[config.mk]
export PLATFORM = sky130hd
export DESIGN_NAME = vmsad_slave
export DESIGN_NICKNAME = d
export VERILOG_FILES = /design/src/design/vmsad_pkg.sv /design/src/design/vmsad_slave.sv /design/src/design/vmsad_sync.sv
export VERILOG_INCLUDE_DIRS = /design/src /design/src/design
export SDC_FILE = /design/constraint.sdc
export NUM_CORES = 1
export LEC_CHECK = 0
export BUFFER_PORTS_ARGS = -buffer_cell sky130_fd_sc_hd__buf_4
export CORE_ASPECT_RATIO = 1.5
export CORE_MARGIN = 8
export CORE_UTILIZATION = 56
export DETAILED_ROUTE_END_ITERATION = 6
export PLACE_DENSITY = 0.84
export RECOVER_POWER = 25
export REMOVE_ABC_BUFFERS = 1
export SYNTH_ARGS = -nofsm -noshare
export SYNTH_HDL_FRONTEND = slang
export SYNTH_HIERARCHICAL = 1
export SYNTH_SLANG_ARGS = --single-unit
[constraint.sdc]
create_clock -name mclk -period 6.5 [get_ports mclk]
set_input_delay 1.3 -clock mclk [delete_from_list [all_inputs] [get_ports mclk]]
set_output_delay 1.3 -clock mclk [all_outputs]
set_load 0.005 [all_outputs]
[src/design/vmsad_regs.svh]
`ifndef VMSAD_REGS_SVH
`define VMSAD_REGS_SVH

// address modifier codes accepted by the decoder
`define VMSAD_AM_A16_NPD 6'h29
`define VMSAD_AM_A16_SUP 6'h2D
`define VMSAD_AM_A24_NPD 6'h39
`define VMSAD_AM_A24_NPP 6'h3A
`define VMSAD_AM_A24_SUD 6'h3D
`define VMSAD_AM_A24_SUP 6'h3E
`define VMSAD_AM_A32_NPD 6'h09
`define VMSAD_AM_A32_NPP 6'h0A
`define VMSAD_AM_A32_SUD 6'h0D
`define VMSAD_AM_A32_SUP 6'h0E

// reserved modifier range, never answered
`define VMSAD_RSV_LO 6'h10
`define VMSAD_RSV_HI 6'h1F

// one-hot code groups, bit order as the enable mask
`define VMSAD_HOT_A16 10'h003
`define VMSAD_HOT_A24 10'h03C
`define VMSAD_HOT_A32 10'h3C0
`define VMSAD_MAIN_ONLY 10'h3F8
`define VMSAD_HOT_ALL 10'h3FF

// address spans in bits
`define VMSAD_SPAN_A16 6'h10
`define VMSAD_SPAN_A24 6'h18
`define VMSAD_SPAN_A32 6'h20

`endif

[src/design/vmsad_pkg.sv]
package vmsad_pkg;

  typedef enum logic [1:0] {
    ST_IDLE = 2'h0,
    ST_ADDR = 2'h1,
    ST_ACCESS = 2'h3,
    ST_ACK = 2'h2
  } vmsad_state_e;

  typedef enum logic [1:0] {AW_A16, AW_A24, AW_A32, AW_NONE} vmsad_aw_e;

  typedef enum logic [1:0] {DW_D8, DW_D16, DW_D32, DW_BAD} vmsad_dw_e;

  // address phase as seen on the backplane
  typedef struct packed {
    logic writeN;
    logic lwordN;
    logic [5:0] am;
    logic [31:1] addr;
  } vmsad_cyc_s;

  // strobes and daisy chain inputs
  typedef struct packed {
    logic asN;
    logic [1:0] dsN;
    logic iackInN;
    logic [3:0] bgInN;
  } vmsad_ctl_s;

  // access handed to the local side
  typedef struct packed {
    logic write;
    vmsad_dw_e width;
    logic [1:0] dsN;
    logic [5:0] am;
    logic [31:0] addr;
    logic [31:0] wdata;
  } vmsad_loc_s;

endpackage : vmsad_pkg

[src/design/vmsad_slave.sv]
// Overview of operation
// - a16 cycles answered for modifier 29h and 2Dh when enabled
// - a24 answered for 39h anywhere; 3Ah, 3Dh, 3Eh only in the main rack
// - a32 modifiers 09h, 0Ah, 0Dh, 0Eh answered only in the main rack
// - modifiers 10h through 1Fh are never selected or acknowledged
// - window base is a configuration input, so it avoids other modules
// - d8 and d16 transfers are served in any rack
// - d32 transfers are served only in the main rack
// - in an expansion rack only a16 and a24 decode
// - each transfer is a strobe and acknowledge handshake, no bus clock
// - grant and interrupt acknowledge chains are passed on to the next slot
`include "vmsad_regs.svh"
`timescale 1ns/1ns
`default_nettype none

module vmsad_slave #(
  parameter int WIN_BITS = 8
) (
  // clock and reset
  input wire logic mclk,
  input wire logic rst_n,
  // backplane inputs
  input wire vmsad_pkg::vmsad_cyc_s busCyc,
  input wire vmsad_pkg::vmsad_ctl_s busCtl,
  input wire logic [31:0] busDataIn,
  // backplane outputs
  output logic [31:0] busDataOut,
  output logic busDataOe,
  output logic dtackOutN,
  output logic dtackOe,
  output logic iackOutN,
  output logic [3:0] bgOutN,
  // configuration
  input wire logic mainRack,
  input wire logic [9:0] amEnable,
  input wire logic [31:0] baseAddr,
  // local side
  output vmsad_pkg::vmsad_loc_s loc,
  output logic locReq,
  input wire logic locAck,
  input wire logic [31:0] locRdata
);

  localparam int CYC_W = $bits(vmsad_pkg::vmsad_cyc_s);
  localparam int CTL_W = $bits(vmsad_pkg::vmsad_ctl_s);
  localparam int SYN_W = CYC_W + CTL_W + 32;

  function automatic logic [9:0] amHot(input logic [5:0] am);
    amHot = {am == `VMSAD_AM_A32_SUP, am == `VMSAD_AM_A32_SUD,
             am == `VMSAD_AM_A32_NPP, am == `VMSAD_AM_A32_NPD,
             am == `VMSAD_AM_A24_SUP, am == `VMSAD_AM_A24_SUD,
             am == `VMSAD_AM_A24_NPP, am == `VMSAD_AM_A24_NPD,
             am == `VMSAD_AM_A16_SUP, am == `VMSAD_AM_A16_NPD};
  endfunction : amHot

  function automatic vmsad_pkg::vmsad_aw_e amWidth(input logic [9:0] hot);
    if (|(hot & `VMSAD_HOT_A16)) begin
      amWidth = vmsad_pkg::AW_A16;
    end else if (|(hot & `VMSAD_HOT_A24)) begin
      amWidth = vmsad_pkg::AW_A24;
    end else if (|(hot & `VMSAD_HOT_A32)) begin
      amWidth = vmsad_pkg::AW_A32;
    end else begin
      amWidth = vmsad_pkg::AW_NONE;
    end
  endfunction : amWidth

  function automatic logic winHit(input logic [31:0] a, input vmsad_pkg::vmsad_aw_e aw,
                                  input logic [31:0] base);
    logic [5:0] span;
    logic [32:0] top;
    logic [31:0] mask;
    span = (aw == vmsad_pkg::AW_A16) ? `VMSAD_SPAN_A16 :
           (aw == vmsad_pkg::AW_A24) ? `VMSAD_SPAN_A24 : `VMSAD_SPAN_A32;
    top = (33'h1 << span) - 33'h1;
    mask = top[31:0] & ~((32'h1 << WIN_BITS) - 32'h1);
    winHit = (aw != vmsad_pkg::AW_NONE) && ((a & mask) == (base & mask));
  endfunction : winHit

  function automatic vmsad_pkg::vmsad_dw_e dataWidth(input logic lwordN,
                                                     input logic [1:0] dsN);
    if (dsN == 2'h0) begin
      dataWidth = lwordN ? vmsad_pkg::DW_D16 : vmsad_pkg::DW_D32;
    end else if ((dsN != 2'h3) && lwordN) begin
      dataWidth = vmsad_pkg::DW_D8;
    end else begin
      dataWidth = vmsad_pkg::DW_BAD;
    end
  endfunction : dataWidth

  function automatic logic amReserved(input logic [5:0] am);
    amReserved = (am >= `VMSAD_RSV_LO) && (am <= `VMSAD_RSV_HI);
  endfunction : amReserved

  // synchronised pins
  logic [SYN_W-1:0] syncBus;
  vmsad_pkg::vmsad_cyc_s cycS;
  vmsad_pkg::vmsad_ctl_s ctlS;
  logic [31:0] dataS;

  vmsad_sync #(.W(SYN_W)) u_sync (
    .mclk(mclk),
    .rst_n(rst_n),
    .din({busCyc, busCtl, busDataIn}),
    .dout(syncBus)
  );

  assign {cycS, ctlS, dataS} = syncBus;

  // state
  vmsad_pkg::vmsad_state_e state_r, state_nxt;
  vmsad_pkg::vmsad_cyc_s cycR_r;
  logic [1:0] dsPrev_r;
  logic [31:0] rdata_r;
  logic iackOutN_r;
  logic [3:0] bgOutN_r;

  // decode
  wire [9:0] hot = amHot(cycR_r.am);
  wire vmsad_pkg::vmsad_aw_e aw = amWidth(hot);
  wire [9:0] rackMask = mainRack ? `VMSAD_HOT_ALL : ~`VMSAD_MAIN_ONLY;
  wire rsv = amReserved(cycR_r.am);
  wire amOk = (|(hot & amEnable & rackMask)) && !rsv;
  wire vmsad_pkg::vmsad_dw_e dw = dataWidth(cycR_r.lwordN, ctlS.dsN);
  wire dwOk = (dw == vmsad_pkg::DW_D8) || (dw == vmsad_pkg::DW_D16) ||
              ((dw == vmsad_pkg::DW_D32) && mainRack);
  wire [31:0] addrFull = {cycR_r.addr, 1'h0};
  wire inWin = winHit(addrFull, aw, baseAddr);
  wire hit = amOk && inWin && dwOk;
  wire asLow = !ctlS.asN;
  wire dsSteady = (ctlS.dsN != 2'h3) && (ctlS.dsN == dsPrev_r);
  wire dsOff = (ctlS.dsN == 2'h3);

  // handshake sequencing
  always_comb begin
    state_nxt = state_r;
    case (state_r)
      vmsad_pkg::ST_IDLE: begin
        if (asLow) begin
          state_nxt = vmsad_pkg::ST_ADDR;
        end
      end
      vmsad_pkg::ST_ADDR: begin
        if (!asLow) begin
          state_nxt = vmsad_pkg::ST_IDLE;
        end else if (dsSteady && hit) begin
          state_nxt = vmsad_pkg::ST_ACCESS;
        end
      end
      vmsad_pkg::ST_ACCESS: begin
        if (locAck) begin
          state_nxt = vmsad_pkg::ST_ACK;
        end
      end
      vmsad_pkg::ST_ACK: begin
        if (dsOff) begin
          state_nxt = vmsad_pkg::ST_IDLE;
        end
      end
      default: state_nxt = vmsad_pkg::ST_IDLE;
    endcase
  end

  always_ff @(posedge mclk or negedge rst_n) begin
    if (!rst_n) begin
      state_r <= vmsad_pkg::ST_IDLE;
      dsPrev_r <= 2'h3;
    end else begin
      state_r <= state_nxt;
      dsPrev_r <= ctlS.dsN;
    end
  end

  // address latch on strobe
  always_ff @(posedge mclk or negedge rst_n) begin
    if (!rst_n) begin
      cycR_r <= '1;
    end else if (state_r == vmsad_pkg::ST_IDLE && asLow) begin
      cycR_r <= cycS;
    end
  end

  // local request contents
  always_ff @(posedge mclk or negedge rst_n) begin
    if (!rst_n) begin
      loc <= '0;
    end else if (state_r == vmsad_pkg::ST_ADDR && state_nxt == vmsad_pkg::ST_ACCESS) begin
      loc <= '{write: !cycR_r.writeN, width: dw, dsN: ctlS.dsN, am: cycR_r.am,
               addr: addrFull, wdata: dataS};
    end
  end

  // read data for the bus
  always_ff @(posedge mclk or negedge rst_n) begin
    if (!rst_n) begin
      rdata_r <= 32'h0;
    end else if (state_r == vmsad_pkg::ST_ACCESS && locAck) begin
      rdata_r <= locRdata;
    end
  end

  // daisy chains passed through
  always_ff @(posedge mclk or negedge rst_n) begin
    if (!rst_n) begin
      iackOutN_r <= 1'h1;
      bgOutN_r <= 4'hF;
    end else begin
      iackOutN_r <= ctlS.iackInN;
      bgOutN_r <= ctlS.bgInN;
    end
  end

  assign locReq = (state_r == vmsad_pkg::ST_ACCESS);
  assign dtackOe = (state_r == vmsad_pkg::ST_ACK);
  assign dtackOutN = 1'h0;
  assign busDataOe = (state_r == vmsad_pkg::ST_ACK) && cycR_r.writeN;
  assign busDataOut = rdata_r;
  assign iackOutN = iackOutN_r;
  assign bgOutN = bgOutN_r;

  // checks
  property p_a16Codes;
    @(posedge mclk) disable iff (!rst_n)
    $rose(locReq) && (loc.am[5:4] == 2'h2) |->
      (loc.am == `VMSAD_AM_A16_NPD) || (loc.am == `VMSAD_AM_A16_SUP);
  endproperty
  a_a16Codes: assert property (p_a16Codes) else $error("bad a16 modifier taken");

  property p_a24Expansion;
    @(posedge mclk) disable iff (!rst_n)
    $rose(locReq) && (loc.am[5:4] == 2'h3) && !mainRack |-> loc.am == `VMSAD_AM_A24_NPD;
  endproperty
  a_a24Expansion: assert property (p_a24Expansion) else $error("main only a24 taken");

  property p_a32Main;
    @(posedge mclk) disable iff (!rst_n)
    $rose(locReq) && (loc.am[5:4] == 2'h0) |-> $past(mainRack);
  endproperty
  a_a32Main: assert property (p_a32Main) else $error("a32 taken outside main rack");

  property p_noReserved;
    @(posedge mclk) disable iff (!rst_n)
    (dtackOe || locReq) |-> !amReserved(cycR_r.am);
  endproperty
  a_noReserved: assert property (p_noReserved) else $error("reserved modifier answered");

  property p_window;
    @(posedge mclk) disable iff (!rst_n)
    $rose(locReq) |-> $past(inWin) && loc.addr == addrFull;
  endproperty
  a_window: assert property (p_window) else $error("access outside window");

  property p_d16Width;
    @(posedge mclk) disable iff (!rst_n)
    $rose(locReq) && (loc.dsN == 2'h0) && cycR_r.lwordN |-> loc.width == vmsad_pkg::DW_D16;
  endproperty
  a_d16Width: assert property (p_d16Width) else $error("d16 misclassified");

  property p_d32Main;
    @(posedge mclk) disable iff (!rst_n)
    $rose(locReq) && (loc.width == vmsad_pkg::DW_D32) |-> $past(mainRack);
  endproperty
  a_d32Main: assert property (p_d32Main) else $error("d32 outside main rack");

  property p_expansionNoA32;
    @(posedge mclk) disable iff (!rst_n)
    !mainRack && $past(!mainRack) && (state_r == vmsad_pkg::ST_ADDR) &&
      (aw == vmsad_pkg::AW_A32) |=> state_r != vmsad_pkg::ST_ACCESS;
  endproperty
  a_expansionNoA32: assert property (p_expansionNoA32) else $error("a32 in expansion");

  property p_handshake;
    @(posedge mclk) disable iff (!rst_n)
    locReq && locAck |=> dtackOe && !locReq;
  endproperty
  a_handshake: assert property (p_handshake) else $error("acknowledge not held");

  property p_chainPass;
    @(posedge mclk) disable iff (!rst_n)
    ##1 1'b1 |-> iackOutN == $past(ctlS.iackInN) && bgOutN == $past(ctlS.bgInN);
  endproperty
  a_chainPass: assert property (p_chainPass) else $error("daisy chain not passed");

  property p_ackQualified;
    @(posedge mclk) disable iff (!rst_n)
    $rose(locReq) |-> $past(amOk) && $past(hit);
  endproperty
  a_ackQualified: assert property (p_ackQualified) else $error("unqualified access");

  property p_covRead;
    @(posedge mclk) disable iff (!rst_n)
    dtackOe && busDataOe;
  endproperty
  c_covRead: cover property (p_covRead);

  property p_covWrite;
    @(posedge mclk) disable iff (!rst_n)
    $rose(locReq) && loc.write;
  endproperty
  c_covWrite: cover property (p_covWrite);

  property p_covD32;
    @(posedge mclk) disable iff (!rst_n)
    $rose(locReq) && (loc.width == vmsad_pkg::DW_D32);
  endproperty
  c_covD32: cover property (p_covD32);

  property p_covMiss;
    @(posedge mclk) disable iff (!rst_n)
    (state_r == vmsad_pkg::ST_ADDR) && asLow && dsSteady && !hit;
  endproperty
  c_covMiss: cover property (p_covMiss);

endmodule : vmsad_slave

`default_nettype wire

[src/design/vmsad_sync.sv]
`timescale 1ns/1ns
`default_nettype none

module vmsad_sync #(
  parameter int W = 1
) (
  // clock and reset
  input wire logic mclk,
  input wire logic rst_n,
  // data
  input wire logic [W-1:0] din,
  output logic [W-1:0] dout
);

  logic [W-1:0] meta_r;

  // two flops; first stage feeds only the second
  always_ff @(posedge mclk or negedge rst_n) begin
    if (!rst_n) begin
      meta_r <= '1;
      dout <= '1;
    end else begin
      meta_r <= din;
      dout <= meta_r;
    end
  end

endmodule : vmsad_sync

`default_nettype wire

* Word level (Yosys, flattened, before mapping)
Cells that the tools add are included.
Operators by class: add/sub/neg operators 1, order comparisons 2, eq/ne operators 22, shift-type cells 1, multiplexer cells 15, bitwise operators 4, reduce and logical (&&, ||, !) cells 26
Operator list (number):
- 32-bit AND | 2
- 6-bit equality test, second input constant | 6
- 32-bit equality test | 1
- 1-bit by 6-bit left shift with 32-bit output, first input constant | 1
- 32-bit by 1-bit subtractor with 32-bit output, second input constant | 1
- 6-bit by 4-bit equality test with 1-bit output, second input constant | 4
- 10-bit AND | 2
- 2-bit 2-to-1 mux | 10
- 1-bit logical AND | 13
- 6-bit 2-to-1 mux | 2
- 2-bit equality test, second input constant | 5
- 10-bit 2-to-1 mux | 1
- 10-bit OR reduction | 1
- 2-bit zero test | 4
- 2-bit one-hot mux with 4 select lines | 1
- 4-bit OR reduction | 2
- 2-bit by 1-bit equality test with 1-bit output, second input constant | 3
- 6-bit by 5-bit >= comparator with 1-bit output, second input constant | 1
- 6-bit by 5-bit less-or-equal comparator with 1-bit output, second input constant | 1
- 2-bit != test, second input constant | 2
- 1-bit zero test | 3
- 2-bit equality test | 1
- 1-bit logical OR | 2
- 2-bit OR reduction | 1
- 1-bit 2-to-1 mux | 1
Storage, ports and cells: register bits after elaboration 312, bits of input ports 157, output and inout bits 116, logic and storage cells 88

* Longest topological paths before layout
Gate-level depths: netlist of the first run.
word-level depth 21, gate-level depth with buffers 9, mapped depth without buffers 6

* Hierarchy
The synthesis of the first run kept the hierarchy.
By module, submodules not included:
- vmsad_slave | times used 1, cells each 400, area an instance 6501.2 sq um
- vmsad_sync | times used 1, cells each 158, area an instance 4151.5 sq um

* Worst setup path after synthesis of the first run
No wires, ideal clock.
path kind input-to-reg, from in baseAddr[14], to reg loc[29] (netlist name), setup time 0.125 ns, arrival time 2.661 ns, setup slack 3.714 ns, stages on the path 7, path through xor2_1 > nor4_1 > nand4_1 > nor3_2 > buf_6 > buf_8 > mux2_4
On the way: cells in the longest elaborated chain, start to end 11
Ends and longest elaborated chain:
- from (decl) | line vmsad_slave.sv:36 | input wire logic [31:0] baseAddr,
- 32-bit AND | line vmsad_slave.sv:77 | winHit = (aw != vmsad_pkg::AW_NONE) && ((a & mask) == (base & mask));
- 32-bit equality test | line vmsad_slave.sv:77
- 1-bit logical AND | line vmsad_slave.sv:77
- 1-bit logical AND (2 in series) | line vmsad_slave.sv:129 | wire hit = amOk && inWin && dwOk;
- 1-bit logical AND | line vmsad_slave.sv:146 | end else if (dsSteady && hit) begin
- 2-bit 2-to-1 mux | line vmsad_slave.sv:146
- 2-bit 2-to-1 mux | line vmsad_slave.sv:144 | if (!asLow) begin
- 2-bit one-hot mux with 4 select lines | line vmsad_slave.sv:137 | case (state_r)
- 2-bit equality test | line vmsad_slave.sv:187 | end else if (state_r == vmsad_pkg::ST_ADDR && state_nxt == vmsad_pkg::ST_ACCESS) begin
- 1-bit logical AND | line vmsad_slave.sv:187
- to (signal assigned) | line vmsad_slave.sv:188 | loc <= '{write: !cycR_r.writeN, width: dw, dsN: ctlS.dsN, am: cycR_r.am,
- to (decl) | line vmsad_slave.sv:38 | output vmsad_pkg::vmsad_loc_s loc,
Every way passes these cells. A chain may end at the register's enable or synchronous reset.

==> results of run 1 <==
[worst reg2reg max path, stage by stage, from the launching register on]
cell                       delay, ns
sky130_fd_sc_hd__dfstp_2        0.55
sky130_fd_sc_hd__nor2b_1        0.53
sky130_fd_sc_hd__a221oi_1       0.22
sky130_fd_sc_hd__o31ai_2        0.31
sky130_fd_sc_hd__nor3_2         0.10
sky130_fd_sc_hd__nor3_4         0.20
sky130_fd_sc_hd__buf_4          0.65
sky130_fd_sc_hd__mux2_2         0.48
[power breakdown]
part / internal, mW / total [mW] / switching (mW)
Clock: 0.971 / 1.67 / 0.695
Combinational: 0.244 / 0.403 / 0.159
Sequential: 2.17 / 2.27 / 0.0989
Total: 3.39 / 4.34 / 0.954
[kinds of logic (layout without fill, tap and decap cells)]
group / after synthesis / in the layout
simple gates: 37 / 37
buf+inv: 23 / 328
flops: 312 / 312
other cells: 1 / 4
xor+xnor: 25 / 25
mux: 144 / 144
compound gates: 16 / 16
[state kept, by name (all words and copies together) (netlist names)]
signal,flops
dsPrev_r,2
u_sync/meta_r,79
bgOutN,4
state_r,2
u_sync/dout,79
busDataOut,32
iackOutN,1
addrFull,31
loc,74
cycR_r,8
[cells in the mapped netlist, drive strengths merged]
| library cell | number | area, sq um |
|---|---|---|
| conb | 1 | 3.75 |
| dfrtp | 108 | 2700 |
| nand3 | 4 | 20.0 |
| a32oi | 1 | 8.76 |
| and2 | 1 | 6.26 |
| mux2 | 143 | 1830 |
| o31ai | 3 | 27.5 |
| nand2 | 6 | 22.5 |
| o2111ai | 1 | 8.76 |
| and2b | 1 | 7.51 |
| a21o | 1 | 7.51 |
| nand2b | 1 | 6.26 |
| a21oi | 2 | 10.0 |
| a31oi | 1 | 6.26 |
| nor2b | 4 | 25.0 |
| o21ai | 3 | 15.0 |
| mux2i | 1 | 10.0 |
| inv | 4 | 15.0 |
| a22oi | 1 | 7.51 |
| xor2 | 5 | 43.8 |
| nor2 | 2 | 7.51 |
| xnor2 | 20 | 175 |
| o22ai | 1 | 6.26 |
| nand4 | 6 | 37.5 |
| nor4 | 1 | 6.26 |
| a221oi | 2 | 17.5 |
| nand3b | 2 | 15.0 |
| nor3 | 8 | 50.1 |
| dfstp | 204 | 5360 |
| or2 | 1 | 6.26 |
| buf | 14 | 169 |
| clkbuf | 5 | 20.0 |
[worst min path at each step]
| stage | start | endpoint | slack [ns] | depth (start not counted) |
|---|---|---|---|---|
| final | u_sync/meta_r[45] | u_sync/dout[45] | 0.35 | 0 |
| after global routing | u_sync/meta_r[29] | u_sync/dout[29] | 0.35 | 0 |
| after CTS | u_sync/meta_r[29] | u_sync/dout[29] | 0.35 | 0 |
| after detailed placement | u_sync/meta_r[10] | u_sync/dout[10] | 0.35 | 0 |
| after global placement | u_sync/meta_r[20] | u_sync/dout[20] | 0.35 | 0 |
| after floorplan | u_sync/dout[32] | bgOutN[0] | 0.35 | 0 |
[per-layer routing]
layer  GRT usage  part of all wire
met1       0.204              0.34
met2       0.356              0.56
met3      0.0553             0.070
met4      0.0826             0.037
met5           0            0.0022
[per-stage QoR]
stage,cell area [sq um],cells,power (mW),hold slack (ns),TNS [ns]
2_1_floorplan,10500,540,2.43,0.345,-12.95
4_1_cts,13800,1120,4.40,0.348,0
5_1_grt,13800,1122,4.51,0.353,0
3_5_place_dp,12800,1066,2.71,0.347,0
3_3_place_gp,12800,1066,2.67,0.345,0
6_report,13800,1122,4.34,0.346,0
[layout make-up]
class                   count  area (sq um)  share of cell area
inverters                   4          15.0             0.00109
clock buffers              40           827              0.0600
diodes                      2          5.00            0.000363
repair buffers            270          2010               0.146
multi-input cells         224          2400               0.174
flip-flops and latches    312          8060               0.585
well taps                 256           320              0.0233
clock inverters            14           135             0.00981
==> results.sh, run 1 <==
export IMPL_crit_type="in -> async"
export IMPL_route_vias_total=5603
export IMPL_slack_of_the_worst_reg_to_reg_path_ns=3.36
export IMPL_synth_distinct_cells=41
export IMPL_slowest_cell_on_the_critical_path="sky130_fd_sc_hd__clkbuf_2"
export IMPL_timing_reg2reg_worst_path_depth=7
export IMPL_crit_end="loc[5]"
export IMPL_relSlewSlack=-1.05
export IMPL_clock_tree_htree_level_count=1
export IMPL_cts_path_max_buffers=3
export IMPL_min_path_type="reg -> reg"
export IMPL_final_core_utilization=0.728
export IMPL_final_layout_size_suffix_gt1_frac=0.770
export IMPL_start_kind="input port"
export IMPL_gp_congestion=0.845
export IMPL_syn_instance_count=558
export IMPL_rsz_0062_raised_after_global_routing="false"
export IMPL_clkSinkCount=312
export IMPL_number_of_input_and_output_port_buffers_inserted=262
export IMPL_crit_cells=2
export IMPL_grt_first_pass_wirelength_um=35900
export IMPL_vias_per_cell=4.99
export IMPL_initialDrtViolationCount=353
export IMPL_antenna_found_initial=6
export IMPL_cts_root_buffer="sky130_fd_sc_hd__clkbuf_16"
export IMPL_synth_top_family_by_area="multiplexers"
export IMPL_fillerInstances=1204
export IMPL_final_setup_worst_slack_ns=2.52
export IMPL_grt_remaining_overflow=0
export IMPL_synthesis_yosys_warnings=6
export IMPL_worst_pin_slew_ns=3.08
export IMPL_postRouteAntennaNets=0
export IMPL_synth_area_in_compound_gates=0.0108
export IMPL_timing_hold_violations_final=0
export IMPL_path_max_fanout=131
export IMPL_postCtsSetupRepairBufs=0
export IMPL_totalWireLength_um=23100
export IMPL_clk_latency_ns=0.54
export IMPL_critical_path_buf_inv_count=2
export IMPL_max_stage_delay_ns=2.09
export IMPL_maxCapViolations=1
export IMPL_clkSlewWorstSetupHoldPaths_ns=0.06
export IMPL_grt_pass1_vias=6627
export IMPL_chipWidth_um=129
export IMPL_timing_fmax_ghz=0.252
export IMPL_mostFrequentLayoutCell="sky130_fd_sc_hd__dfstp_2"
export IMPL_netlist_area_sq_um=10700
export IMPL_timing_rr_end="loc[31]"
export IMPL_pin_count=273
export IMPL_detailedPlace_worstSlack_ns=2.79
export IMPL_synth_xor_area_share=0.0206
export IMPL_pwr_density_cell_nw_per_um2=315
export IMPL_synth_fa_ha_area_frac=0
export IMPL_violations="max-capacitance violations, max-slew violations"
export IMPL_layout_common_cells="sky130_fd_sc_hd__dfstp_2, sky130_fd_sc_hd__buf_4, sky130_fd_sc_hd__dfrtp_1"
export IMPL_timing_critical_path_arrival_ns=4.53
export IMPL_placement_rows=62
export IMPL_outcome="complete, but fails checks"
export IMPL_drt_pre_antenna_iters=4
export IMPL_layout_nets=998
export IMPL_cts_hold_buffers_added=0
export IMPL_floorplan_initialDensity=0.563
export IMPL_power_leakage_nw=6.31
export IMPL_final_min_clock_period_ns=3.98
export IMPL_critical_path_startpoint="rst_n"
export IMPL_area_delta_synth_final_pct=29.3
export IMPL_timing_max_transition_violations_final=132
export IMPL_r2r_start="cycR_r[31]"
export IMPL_setup_viol_count_final=0
export IMPL_drc_errors=0
export IMPL_vdd_drop_max_uv=252
export IMPL_end_kind="async pin"
export IMPL_grt_start_max_net_pins=132
export IMPL_synthSimpleGateAreaFrac=0.0197
export IMPL_crit_required_ns=7.05
export IMPL_synth_seq_cells=312
export IMPL_synthesis_area_per_instance_sq_um=19.1
export IMPL_synth_seq_area_share=0.757
export IMPL_ordered_cell_list_for_the_critical_path="clkbuf_2 -> buf_4"
export IMPL_multiplexer_fraction_of_the_synthesized_cell_area=0.173
export IMPL_critPathTopFamily="buffers and inverters"
export IMPL_tritoncts_num_buffers=29
export IMPL_routedWlPerCell_um=20.6
export IMPL_share_of_the_clock_period_used_by_the_worst_path_after_layout=0.612
export IMPL_post_cts_resize_count=0
export IMPL_clock_tree_from_tritoncts="yes"
export IMPL_global_route_usage_total=0.195
export IMPL_die_h_um=185
export IMPL_dp_hpwl_um=16100
export IMPL_fp_dieArea_sq_um=23800
export IMPL_fin_skew_ns=0.0218
export IMPL_core_area_sq_um=18900
(Power assumes the default switching activity.)
==> run 2: changes to the inputs <==
--- a/config.mk
+++ b/config.mk
@@ -9,9 +9,9 @@
 export BUFFER_PORTS_ARGS = -buffer_cell sky130_fd_sc_hd__buf_4
 export CORE_ASPECT_RATIO = 1.5
 export CORE_MARGIN = 8
-export CORE_UTILIZATION = 56
+export CORE_UTILIZATION = 47
 export DETAILED_ROUTE_END_ITERATION = 6
-export PLACE_DENSITY = 0.84
+export PLACE_DENSITY = 0.75
 export RECOVER_POWER = 25
 export REMOVE_ABC_BUFFERS = 1
 export SYNTH_ARGS = -nofsm -noshare
==> constraint.sdc (replaced) <==
create_clock -name mclk -period 3.6 [get_ports mclk]
set_input_delay 0.72 -clock mclk [delete_from_list [all_inputs] [get_ports mclk]]
set_output_delay 0.72 -clock mclk [all_outputs]
set_load 0.005 [all_outputs]
==> results.sh, run 2 (synthesized netlist as in run 1, its figures left out) <==
export IMPL_outcome="complete, but fails checks"
export IMPL_violations="max-capacitance violations, max-slew violations"
export IMPL_number_of_input_and_output_port_buffers_inserted=262
export IMPL_holdPathEnd="u_sync/meta_r[78]"
export IMPL_global_route_usage_total=0.161
export IMPL_timing_rr_end="loc[69]"
export IMPL_fillerInstances=1648
export IMPL_power_leakage_nw=6.33
export IMPL_crit_type="reg -> reg"
export IMPL_clkSinkCount=312
export IMPL_crit_required_ns=4.02
export IMPL_chipWidth_um=139
export IMPL_power_frac_seq=0.532
export IMPL_final_setup_worst_slack_ns=0.776
export IMPL_drt_pre_antenna_iters=4
export IMPL_placement_rows=67
export IMPL_layout_nets=1001
export IMPL_clock_tree_from_tritoncts="yes"
export IMPL_pwr_density_cell_nw_per_um2=555
export IMPL_relSlewSlack=-0.778
export IMPL_switching_power_mw=1.66
export IMPL_timing_hold_violations_final=0
export IMPL_postCtsSetupRepairBufs=0
export IMPL_gp_congestion=0.768
export IMPL_antenna_found_initial=5
export IMPL_r2r_start="cycR_r[31]"
export IMPL_route_vias_total=5485
export IMPL_core_area_sq_um=22300
export IMPL_final_min_clock_period_ns=2.82
export IMPL_vdd_drop_max_uv=443
export IMPL_multi_input_comb_area_sq_um=2400
export IMPL_tritoncts_num_buffers=28
export IMPL_timing_critical_path_arrival_ns=3.24
export IMPL_slack_of_the_worst_reg_to_reg_path_ns=0.78
export IMPL_grt_remaining_overflow=0
export IMPL_timing_reg2reg_worst_path_depth=7
export IMPL_pin_count=273
export IMPL_swShare=0.216
export IMPL_clk_latency_ns=0.53
export IMPL_postRouteAntennaNets=0
export IMPL_share_of_the_clock_period_used_by_the_worst_path_after_layout=0.784
export IMPL_path_max_fanout=41
export IMPL_layout_common_cells="sky130_fd_sc_hd__dfstp_2, sky130_fd_sc_hd__buf_4, sky130_fd_sc_hd__dfrtp_1"
export IMPL_internal_power_mw=6.03
export IMPL_clock_tree_htree_level_count=1
export IMPL_totalPowerFinal_mw=7.69
export IMPL_seqCellArea_sq_um=8060
export IMPL_clkSlewWorstSetupHoldPaths_ns=0.06
export IMPL_drc_errors=0
export IMPL_routedWlPerCell_um=19.5
export IMPL_final_layout_size_suffix_gt1_frac=0.767
export IMPL_max_stage_delay_ns=0.54
export IMPL_initialDrtViolationCount=158
export IMPL_totalWireLength_um=22300
export IMPL_slowest_cell_on_the_critical_path="sky130_fd_sc_hd__dfstp_2"
export IMPL_start_kind="register"
export IMPL_cts_root_buffer="sky130_fd_sc_hd__clkbuf_16"
export IMPL_mostFrequentLayoutCell="sky130_fd_sc_hd__dfstp_2"
export IMPL_area_delta_synth_final_pct=30.0
export IMPL_final_core_utilization=0.621
export IMPL_rsz_0062_raised_after_global_routing="false"
export IMPL_critical_path_startpoint="cycR_r[31]"
export IMPL_die_h_um=200
export IMPL_end_kind="register"
export IMPL_vias_per_cell=4.80
export IMPL_layout_top_registers="u_sync/dout x79, u_sync/meta_r x79, loc x74"
export IMPL_finalInstanceArea_sq_um=13800
export IMPL_grt_pass1_vias=6205
export IMPL_dp_hpwl_um=16100
export IMPL_fp_dieArea_sq_um=27800
export IMPL_grt_first_pass_wirelength_um=35300
export IMPL_min_path_type="in -> reg"
export IMPL_power_frac_clock=0.373
export IMPL_timing_fmax_ghz=0.354
export IMPL_worst_pin_slew_ns=2.67
export IMPL_min_delay_start="busCyc[38]"
export IMPL_post_cts_resize_count=0
export IMPL_detailedPlace_worstSlack_ns=0.728
export IMPL_final_instance_count_excl_fill=1143
export IMPL_floorplan_initialDensity=0.478
export IMPL_whs_path_depth=1
export IMPL_grt_start_max_net_pins=109
export IMPL_cts_hold_buffers_added=0
export IMPL_placed_cells=1090
export IMPL_cts_path_max_buffers=3
export IMPL_placedInstanceArea_sq_um=13000
export IMPL_fin_skew_ns=0.0164
export IMPL_ordered_cell_list_for_the_critical_path="nor2b_1 -> a221oi_1 -> o31ai_2 -> nor3_2 -> nor3_4 -> buf_12 -> mux2_2"
export IMPL_power_frac_comb=0.095
export IMPL_timing_max_transition_violations_final=106
export IMPL_maxCapViolations=1
export IMPL_setup_viol_count_final=0
run 2: cell types whose count changed in the layout (fill, tap and decap cells not counted), sizes merged:
cell,change
buf,+6
diode,+1
bufinv,-2
inv,-1
clkinv,-6
clkinvlp,-2
clkbuf,+5
run 2: per-layer routing:
layer	part of all wire	GRT usage
met1	0.36	0.175
met4	0.019	0.0543
met2	0.54	0.285
met3	0.078	0.0559
met5	0.0010	0
run 2: worst max-delay path by stage:
stage / to / depth (start not counted) / slack, ns
after floorplan: loc[31] / 6 / -2.64
after global placement: loc[63] / 8 / 0.75
after detailed placement: loc[69] / 8 / 0.73
after CTS: loc[69] / 7 / 0.81
after global routing: loc[47] / 1 / 0.54
final: loc[69] / 7 / 0.78
run 2: final cells by class:
type,count,share of cell area
sequential,312,0.582
multi-input combinational,224,0.173
timing repair buffer,274,0.153
clock buffer,47,0.0638
tap,276,0.0249
clock inverter,3,0.00154
inverter,4,0.00108
antenna,3,0.000542
run 2: power groups by stage:
stage               combinational, mW  sequential (mW)  clock, mW
floorplan                       0.276             4.11          0
global placement                0.737             4.13          0
detailed placement              0.758             4.15          0
CTS                             0.761             4.10       2.97
global route                    0.807             4.13       3.11
finish                          0.732             4.09       2.87
run 2: worst max-delay path: cells and delay by family, from the launching register on:
| kind | cells | cell delay (ns) |
|---|---|---|
| buf+inv | 1 | 0.32 |
| flops | 1 | 0.54 |
| compound gates | 2 | 0.50 |
| mux | 1 | 0.38 |
| simple gates | 3 | 0.91 |
run 2: stage by stage:
| step | hold slack, ns | setup TNS (ns) |
|---|---|---|
| after floorplan | 0.345 | -194.73 |
| after global placement | 0.345 | 0 |
| after CTS | 0.264 | 0 |
| final | 0.293 | 0 |
| after detailed placement | 0.347 | 0 |
| after global routing | 0.257 | 0 |
